## src/verilog/gpio_port_pkg.sv

```systemverilog
// Constants, types and decode helpers shared by the general-purpose port
package gpio_port_pkg;

    // ------------------------------------------------------------
    // Geometry and register selects
    // ------------------------------------------------------------
    localparam int          PORT_WIDTH     = 8;
    localparam int          BIT_IDX_WIDTH  = 3;
    localparam logic        ADDR_DATA      = 1'h0;
    localparam logic        ADDR_DIR       = 1'h1;

    // ------------------------------------------------------------
    // Reset and fixed read values
    // ------------------------------------------------------------
    localparam logic [7:0]  LATCH_RESET    = 8'h00;
    localparam logic [7:0]  DIR_RESET      = 8'h00;
    localparam logic [7:0]  DIR_READ_VALUE = 8'hFF;
    localparam logic [7:0]  BYTE_ZERO      = 8'h00;
    localparam logic [7:0]  BYTE_ONE       = 8'h01;

    // ------------------------------------------------------------
    // Bit-set sequencer states
    // ------------------------------------------------------------
    typedef enum logic [1:0] {
        ST_IDLE   = 2'b00,
        ST_READ   = 2'b01,
        ST_MODIFY = 2'b10,
        ST_WRITE  = 2'b11
    } rmw_state_t;

    typedef struct packed {
        rmw_state_t               state;
        logic                     busy;
        logic [7:0]               latch;
        logic [7:0]               dir;
        logic [7:0]               rmw_byte;
        logic [BIT_IDX_WIDTH-1:0] bit_idx;
        logic [7:0]               rdata;
        logic                     rvalid;
    } port_state_t;

    // One-hot mask of a bit index
    function automatic logic [7:0] bit_mask(input logic [BIT_IDX_WIDTH-1:0] idx);
        bit_mask = BYTE_ONE << idx;
    endfunction

endpackage

```

## src/verilog/port_readback.sv

```systemverilog
// Per-pin selection of the byte returned by a data read
module port_readback
    import gpio_port_pkg::*;
#(
    parameter int WIDTH = PORT_WIDTH
) (
    input  wire logic [WIDTH-1:0] dir,      // 1 = output pin
    input  wire logic [WIDTH-1:0] latch,    // Data latch bits
    input  wire logic [WIDTH-1:0] pin_in,   // Live pin levels
    output logic      [WIDTH-1:0] value     // Readback byte
);

    // ------------------------------------------------------------
    // Output pins show the latch, input pins the live level
    // ------------------------------------------------------------
    genvar i;
    generate
        for (i = 0; i < WIDTH; i++) begin : g_bit
            assign value[i] = dir[i] ? latch[i] : pin_in[i];
        end
    endgenerate

endmodule

```

## src/verilog/gpio_port.sv

```systemverilog
// Eight-pin general-purpose port with data latch, direction register and bit set
//
// Summary of operation
// - Data read returns live level of inputs
// - Data read returns latch bit of outputs
// - Byte write replaces all eight latch bits when no bit set is running
// - Output pin drives its latch bit level
// - Bit set rewrites whole latch from readback, input bits take pin level
// - Direction register write-only, reads as all ones
// - Direction bit one means output, zero input
module gpio_port
    import gpio_port_pkg::*;
(
    input  wire logic                     clk,       // 200 MHz clock
    input  wire logic                     rstn,      // Async reset, active low
    input  wire logic                     bus_addr,  // 0 data latch, 1 direction
    input  wire logic                     bus_wr,    // Byte write strobe
    input  wire logic                     bus_rd,    // Byte read strobe
    input  wire logic [7:0]               bus_wdata, // Write data
    output logic      [7:0]               bus_rdata, // Read data, registered
    output logic                          bus_rvalid,// Read data valid pulse
    input  wire logic                     bit_set_instruction_req,  // Start bit-set sequence
    input  wire logic [BIT_IDX_WIDTH-1:0] bit_set_instruction_bit,  // Bit to set
    output logic                          bit_set_instruction_busy, // Bit-set sequence running
    input  wire logic [7:0]               pin_in,    // Pin levels
    output logic      [7:0]               pin_out,   // Pin drive levels
    output logic      [7:0]               pin_oe     // Pin drive enables
);

    // ------------------------------------------------------------
    // State
    // ------------------------------------------------------------
    port_state_t st;
    port_state_t next_st;
    logic [7:0]  readback;
    logic        wr_ok;
    logic        bit_set_instruction_ok;

    port_readback #(
        .WIDTH (PORT_WIDTH)
    ) u_readback (
        .dir    (st.dir),
        .latch  (st.latch),
        .pin_in (pin_in),
        .value  (readback)
    );

    // Writes are refused while a bit set owns the latch, so its rewrite
    // cannot silently undo a byte write issued in between.
    assign wr_ok   = bus_wr && !st.busy;
    assign bit_set_instruction_ok = bit_set_instruction_req && (st.state == ST_IDLE);

    // ------------------------------------------------------------
    // Next-state logic
    // ------------------------------------------------------------
    always_comb begin
        next_st        = st;
        next_st.rvalid = 1'b0;

        if (bus_rd) begin
            next_st.rvalid = 1'b1;
            if (bus_addr == ADDR_DIR) begin
                next_st.rdata = DIR_READ_VALUE;
            end else begin
                next_st.rdata = readback;
            end
        end

        if (wr_ok) begin
            if (bus_addr == ADDR_DIR) begin
                next_st.dir = bus_wdata;
            end else begin
                next_st.latch = bus_wdata;
            end
        end

        unique case (st.state)
            ST_IDLE: begin
                if (bit_set_instruction_ok) begin
                    next_st.state   = ST_READ;
                    next_st.busy    = 1'b1;
                    next_st.bit_idx = bit_set_instruction_bit;
                end
            end
            ST_READ: begin
                // Inputs come back as pin levels, which is the known hazard
                next_st.rmw_byte = readback;
                next_st.state    = ST_MODIFY;
            end
            ST_MODIFY: begin
                next_st.rmw_byte = st.rmw_byte | bit_mask(st.bit_idx);
                next_st.state    = ST_WRITE;
            end
            ST_WRITE: begin
                next_st.latch = st.rmw_byte;
                next_st.state = ST_IDLE;
                next_st.busy  = 1'b0;
            end
        endcase
    end

    // ------------------------------------------------------------
    // Registers
    // ------------------------------------------------------------
    always_ff @(posedge clk or negedge rstn) begin
        if (!rstn) begin
            st.state    <= ST_IDLE;
            st.busy     <= 1'b0;
            st.latch    <= LATCH_RESET;
            st.dir      <= DIR_RESET;
            st.rmw_byte <= BYTE_ZERO;
            st.bit_idx  <= '0;
            st.rdata    <= BYTE_ZERO;
            st.rvalid   <= 1'b0;
        end else begin
            st <= next_st;
        end
    end

    // ------------------------------------------------------------
    // Outputs
    // ------------------------------------------------------------
    assign pin_out    = st.latch;
    assign pin_oe     = st.dir;
    assign bus_rdata  = st.rdata;
    assign bus_rvalid = st.rvalid;
    assign bit_set_instruction_busy  = st.busy;
endmodule

```

## config.mk

```make
export PLATFORM = sky130hd
export DESIGN_NAME = gpio_port
export DESIGN_NICKNAME = d
export VERILOG_FILES = /design/src/verilog/gpio_port_pkg.sv /design/src/verilog/port_readback.sv /design/src/verilog/gpio_port.sv
export SDC_FILE = /design/constraint.sdc
export NUM_CORES = 1
export LEC_CHECK = 0
export ABC_AREA = 1
export BUFFER_PORTS_ARGS = -buffer_cell sky130_fd_sc_hd__buf_2
export CAP_MARGIN = 20
export CORE_ASPECT_RATIO = 1.75
export CORE_UTILIZATION = 38
export CTS_CLUSTER_DIAMETER = 50
export DETAILED_ROUTE_END_ITERATION = 12
export PLACE_DENSITY = 0.63
export SYNTH_ARGS = -nofsm -noshare
export SYNTH_HDL_FRONTEND = slang
export SYNTH_HIERARCHICAL = 1
export SYNTH_SLANG_ARGS = --single-unit
```

## constraint.sdc

```tcl
create_clock -name clk -period 2.35 [get_ports clk]
set_input_delay 0.5875 -clock clk [delete_from_list [all_inputs] [get_ports clk]]
set_output_delay 0.5875 -clock clk [all_outputs]
set_load 0.01 [all_outputs]
```

==> results of run 1 <==
## registers in the layout, summed over array words and instances, names as in the netlist
register / flops
bus_rdata: 8
pin_oe: 8
st: 13
bit_set_instruction_busy: 1
pin_out: 8
bus_rvalid: 1
## power by group through the flow
stage | logic (mW) | registers, mW | clock network (mW)
6_report | 1.39 | 1.17 | 0.573
5_1_grt | 1.61 | 1.20 | 0.616
4_1_cts | 1.41 | 1.17 | 0.589
3_5_place_dp | 1.41 | 1.18 | 0
3_3_place_gp | 1.39 | 1.17 | 0
2_1_floorplan | 1.26 | 1.14 | 0
## area by class of cell
| class | count | area (µm²) |
|---|---|---|
| fill | 606 | 3130 |
| sequential | 39 | 976 |
| multi-input combinational | 187 | 885 |
| timing repair buffer | 52 | 265 |
| inverter | 32 | 120 |
| tap | 76 | 95.1 |
| clock buffer | 6 | 82.6 |
| clock inverter | 2 | 35.0 |
## cells in the mapped netlist
library cell	instances	area, µm²
a21oi_4	1	16.3
nor2_4	2	22.5
buf_6	3	33.8
o21ai_2	8	70.1
nand2_1	110	413
nand3_1	1	5.00
ha_1	5	62.6
nand2_4	2	22.5
nand2_2	4	25.0
dfrtp_1	39	976
o21ai_1	1	5.00
nor2_1	30	113
a21oi_1	10	50.1
inv_2	6	22.5
o21ai_0	12	60.1
inv_1	26	97.6
buf_4	25	188
nor2_8	1	20.0
## cell usage in the layout, fill, tap and decap left out, types with 4 or more instances in the layout
cell,netlist,layout
nand2_1,110,110
buf_2,0,50
dfrtp_1,39,39
nor2_1,30,30
inv_1,26,26
o21ai_0,12,12
a21oi_1,10,10
o21ai_2,8,8
inv_2,6,6
clkbuf_8,0,6
ha_1,5,5
nand2_2,4,4
## metal layers
metal	share of wire	vias to the layer above	routed length, µm	track usage
li1	-	898	-	-
met1	0.40	788	1690	0.154
met2	0.54	41	2290	0.301
met3	0.039	8	165	0.0351
met4	0.022	0	93	0.0644
met5	0	-	0	0
## path summary, 6_finish.rpt
| path | to | slack [ns] | cells past startpoint |
|---|---|---|---|
| max reg2reg | pin_out[4]$_DFFE_PN0P_ | 0.86 | 5 |
| min reg2reg | bus_rdata[7]$_DFFE_PN0P_ | 0.47 | 2 |
| min in group clk | bus_rdata[7]$_DFFE_PN0P_ | 0.47 | 2 |
| max | bit_set_instruction_busy | 0.82 | 1 |
| min | bit_set_instruction_busy$_DFFE_PN0P_ | 0.30 | 1 |
| max in group asynchronous | pin_out[1]$_DFFE_PN0P_ | 1.51 | 2 |
## cells by family after synthesis
group,synth area share
simple gates,0.282
buf+inv,0.155
flops,0.443
compound gates,0.0915
fa+ha+maj,0.0284
## metrics by stage
step	power, mW	hold slack [ns]	std cells
after floorplan	2.40	0.292	286
after global placement	2.56	0.457	386
after detailed placement	2.59	0.460	386
after CTS	3.17	0.321	394
after global routing	3.43	0.339	394
final	3.13	0.296	394
==> impl_results.md, run 1 <==
* Worst Path Buf+Inv at 1
* Ys Warns at 6
* Netlist cell types at 18
* Pint at 1.81 mW
* Number of global-route vias before repair at around 1700
* Setup_tns at 0 ns
* Minimum clock period at around 1.5 ns
* # setup viols final at 0
* Startpoint Class: flop
* Post-route ant nets at 0
* Worst-Margin Slew at about 0.60 ns
* Syn avg cell area at just under 8 µm²
* Number of remaining DRC errors at 0
* CP Class: flop to output port
* Gate power share at 0.444
* Fin. Hold Viols at 0
* Height of the die at approximately 100 µm
* Critical Path Fanout Max at 3
* Vias/cell at 4.40
* 1st-iter DRT viols at 41
* Final Net Count at approximately 350
* DR vias at 1735
* Worst vdd ir at roughly 0.57 mV
* Post-DP HPWL at around 3400 µm
* Cells after synthesis at between 200 and 300
* H-tree levels at 2
* CP Capture Type: output port
* First-pass GRT wire length at between 7000 and 8000 µm
* Worst slack, placed at around 0.84 ns
* Clock network power share at 0.183
* Wire per inst at ~11 µm
* Antenna Cells at 0
* Core Box Area at approximately 5600 µm²
* Ports at between 50 and 60
* Pwr Density at about 1300 nW/µm²
* CP cell instances: buf_2
* Max-cap viol count at 0
* Seq cells post-synth at 39
* Num CTS Buffers at 5
* GR Overflow Total at 0
* Final WL at roughly 4200 µm
* Crit path max-delay family: flip-flops
* Area delta synth->final at 11.6%
* Placed inst area at around 2300 µm²
* GRT Total Usage at 0.156
* Flop pwr share at 0.373
* Routability cong. at slightly above 0.8
* Setup slack after layout at 0.823 ns
* Initial DRT Pass Iterations at 4
* Initial antenna violation count at 0
* Row cnt at 36
* Clock transition at path regs at about 0.08 ns
* Clock root cell: clkbuf_8
* Clk_skew at 0.00482 ns
* Leakage at roughly 1.4 nW
* Max Clock Freq at 655 MHz
* Mapped Area at 2200 µm²
* Worst min path class: primary input to async pin
* Hold Buf Count CTS at 0
* Postcts setup bufs at 0
* Outcome: complete, no violations
* RSZ-0062 raised after global routing: false
* Fin crit share at 0.650
* Net Sw Frac at 0.420
* CTS sink cnt at 39
* Crit-path slowest cell: dfrtp_1
* Layout cells sized above 1 at 0.264
* Reg2reg start: st[38]$_DFFE_PN0P_
* P_sw at between 1 and 1.5 mW
* Port Buffers at 50
* Worst-skew pair later-pin latency at between 0.2 and 0.3 ns
* Largest net degree at the start of global routing at 27
* Critical Path AT at ~0.94 ns
* Worst setup path start: bit_set_instruction_busy$_DFFE_PN0P_
* Cell area after layout at approximately 2500 µm²
* Die X at ~60 µm
* Relative slew slack at 0.598
* Clk buf depth at 2
* Seq/Total Area, Yosys at 0.443
* Crit-path max cell delay at approximately 0.47 ns
* PostCTS Resize Cnt at 0
* Worst EP required at between 1.5 and 2 ns
* CTS tree: built
* Final Max Slew Viols at 0
* Net Count, Synth at around 320
* Starting Density at 0.394
* Die area at between 6000 and 7000 µm²
* Post-layout util at 0.440
No activity file was read; power rests on OpenSTA's default activity.
==> run 2: changes to the inputs <==
- ABC_AREA: 1 -> 0
- PLACE_DENSITY: 0.63 -> 0.66
- clock period: 2.35 -> 1.3 ns (I/O delays scaled with it)
==> impl_results.md, run 2 <==
* Worst-skew pair later-pin latency at about 0.3 ns
* CP Capture Type: flop
* Hold Path Stages at 2
* Synth top cells by count: 39 x dfrtp_1, 26 x buf_4, 19 x mux2_2
* Seq/Total Area, Yosys at 0.484
* Minimum clock period at 1.39 ns
* Post-synthesis mux area share at 0.176
* Commonest non-fill, non-tap cell in the layout: buf_2
* Area delta synth->final at 31.4%
* Num CTS Buffers at 5
* Post-Synth XOR/XNOR Area at 0
* Ys Warns at 6
* Worst-Margin Slew at between 0.3 and 0.4 ns
* Area fraction in compound gates after synthesis at 0.117
* Final std cells w/o fill at 277
* Async set-reset flop share out of synthesis at 1.00
* Worst min path class: primary input to flop
* Largest family of logic cells by synthesized area: multiplexers
* Post-layout util at 0.527
* Clk_skew at between 0.008 and 0.009 ns
* Setup slack after layout at -0.0915 ns
* Number of global-route vias before repair at approximately 1400
* H-tree levels at 2
* Synth top area share at 0.484
* Ports at just over 50
* GRT Max-Usage Layer: met2
* Critical Path AT at approximately 1.6 ns
* WHS Endpoint: st[9]$_DFFE_PN0P_
* Antenna Cells at 0
* Failing checks: DRC, setup timing
* Cells after synthesis at about 180
* Number of fill cells in the layout at 449
* Critical Path Fanout Max at 8
* Largest register FFs at 13
* Seq cells post-synth at 39
* Initial antenna violation count at 0
* CTS tree: built
* First-pass GRT wire length at 6820 µm
* Synth area leaders: dfrtp_1 48%, mux2_2 11%, buf_4 9.7%, mux2_4 6.0%, a22o_1 3.5%
* Fin. Hold Viols at 0
* Worst hold slack at 0.261 ns
* RSZ-0062 raised after global routing: true
* Vias/cell at between 5 and 6
* Post-Synth Adder-Cell Area at 0.0311
* Final WL at around 4300 µm
* Layout cells sized above 1 at 0.601
* GRT Total Usage at 0.163
* Routability cong. at 0.774
* Relative slew slack at 0.798
* Worst slack, placed at -0.260 ns
* Worst EP required at ~1.5 ns
* CTS sink cnt at 39
* Mapped Area at slightly above 2000 µm²
* Clk buf depth at 2
* Cell area after layout at roughly 2600 µm²
* Outcome: complete, but fails checks
* Pwr Total at ~7.2 mW
* Most frequent cells in the layout: 49 x buf_2, 37 x dfrtp_1, 17 x nor2_1, 17 x mux2_4, 11 x mux2_2
* GR Util met3 at 0.0305
* Max Clock Freq at between 700 and 800 MHz
* Inst Count DP at 263
* Largest Register: st
* Number of remaining DRC errors at 9
* Register-to-Register Setup Slack at -0.09 ns
* Worst reg-to-reg path cell count at 5
* Die area at approximately 5600 µm²
* 1st-iter DRT viols at 20
* Final Max Slew Viols at 0
* Synth Area in Simple Gates at 0.0820
* CP Class: flop to flop
* Largest net degree at the start of global routing at 40
* Port Buffers at 50
* EDFF count, synth at 0
* Cell taking the most area after synthesis: dfrtp_1
* # setup viols final at 16
* Die X at between 50 and 60 µm
* Wire per inst at about 15 µm
* Multi-input gate area at 990 µm²
* Max-cap viol count at 0
* Reg2reg start: st[37]$_DFFE_PN0P_
* Netlist cell types at 24
* Row cnt at 34
* Starting Density at 0.401
* Synth Flop Type: dfrtp_1
* Core Box Area at ~5000 µm²
* Register Area at just under 1000 µm²
* Met2 Use GR at 0.272
* Grt met1 use at 0.190
* Startpoint Class: flop
* Height of the die at just under 100 µm
* Final Net Count at between 200 and 300
* Clock transition at path regs at 0.07 ns
* Post-route ant nets at 0
* Post-DP HPWL at roughly 3000 µm
* Clock root cell: clkbuf_8
* Worst vdd ir at around 1.3 mV
* Syn avg cell area at approximately 11 µm²
* Hold path startpoint: bit_set_instruction_bit[0]
* DR vias at 1428
* Fin crit share at 1.07
* Leakage at ~1.2 nW
* Cell with the most instances after synthesis: dfrtp_1
* Pwr Density at roughly 2700 nW/µm²
* Setup_tns at -0.962 ns
* Placed inst area at roughly 2300 µm²
* Initial DRT Pass Iterations at 8
* GR Overflow Total at 0
* Net Count, Synth at about 210
* R2R Path End: pin_out[0]$_DFFE_PN0P_
## run 2: cell types whose count changed after synthesis, moves of 8 or more
cell     delta
o21ai_2     -8
a22o_1      +8
nor2_1     -13
inv_1      -24
mux2_4      +8
mux2_2     +19
nand2_1   -100
## run 2: report_power, final
group	switching, mW	leakage [nW]	internal [mW]	total, mW
Combinational	1.64	0.720	2.15	3.79
Sequential	0.462	0.464	1.72	2.19
Clock	0.449	0.0644	0.765	1.21
## run 2: layout make-up
cell class / instances / area share
Tap cell: 54 / 0.0255
Inverter: 3 / 0.00425
Clock inverter: 3 / 0.0255
Sequential cell: 39 / 0.370
Clock buffer: 5 / 0.0260
Timing Repair Buffer: 68 / 0.175
Multi-Input combinational cell: 105 / 0.374
## run 2: how the worst max path moves through the flow
stage                        from                     end  slack (ns)  cells past startpoint
2_1_floorplan  st[38]$_DFFE_PN0P_  pin_out[0]$_DFFE_PN0P_       -0.14                      5
3_3_place_gp   st[38]$_DFFE_PN0P_  pin_out[6]$_DFFE_PN0P_       -0.21                      4
3_5_place_dp   st[38]$_DFFE_PN0P_  pin_out[5]$_DFFE_PN0P_       -0.26                      4
4_1_cts        st[37]$_DFFE_PN0P_  pin_out[5]$_DFFE_PN0P_       -0.08                      5
5_1_grt        st[37]$_DFFE_PN0P_  pin_out[4]$_DFFE_PN0P_       -0.12                      5
6_report       st[37]$_DFFE_PN0P_  pin_out[0]$_DFFE_PN0P_       -0.09                      5
## run 2: layer usage
layer,routed length [µm],share of wire,vias to the layer above
met1,1750,0.41,698
met2,2230,0.52,41
met5,0,0,-
met3,168,0.039,10
li1,-,-,679
met4,129,0.030,0
## run 2: kinds of logic (layout without fill, tap and decap cells)
family / after synthesis / after routing
AND/OR/NAND/NOR: 36 / 36
AO/OA/AOI/OAI: 35 / 35
multiplexers: 29 / 29
buffers and inverters: 32 / 79
flip-flops: 39 / 39
adder cells (fa/ha/maj): 5 / 5
## run 2: worst max-delay path, stage by stage, from the launching register on
cell and delay, ns:
dfrtp_2 0.44, ha_4 0.20, inv_2 0.05, a2bb2oi_4 0.13, buf_12 0.15, mux2_4 0.30
## run 2: repair_timing
action                     in CTS  in global routing
pin swaps                       4                  5
setup endpoints to repair      17                 27
hold endpoints to repair       39                  0
resized for setup              27                 24
buffers inserted                3                  1
hold buffers                    1                  0
gates cloned                    1                  1
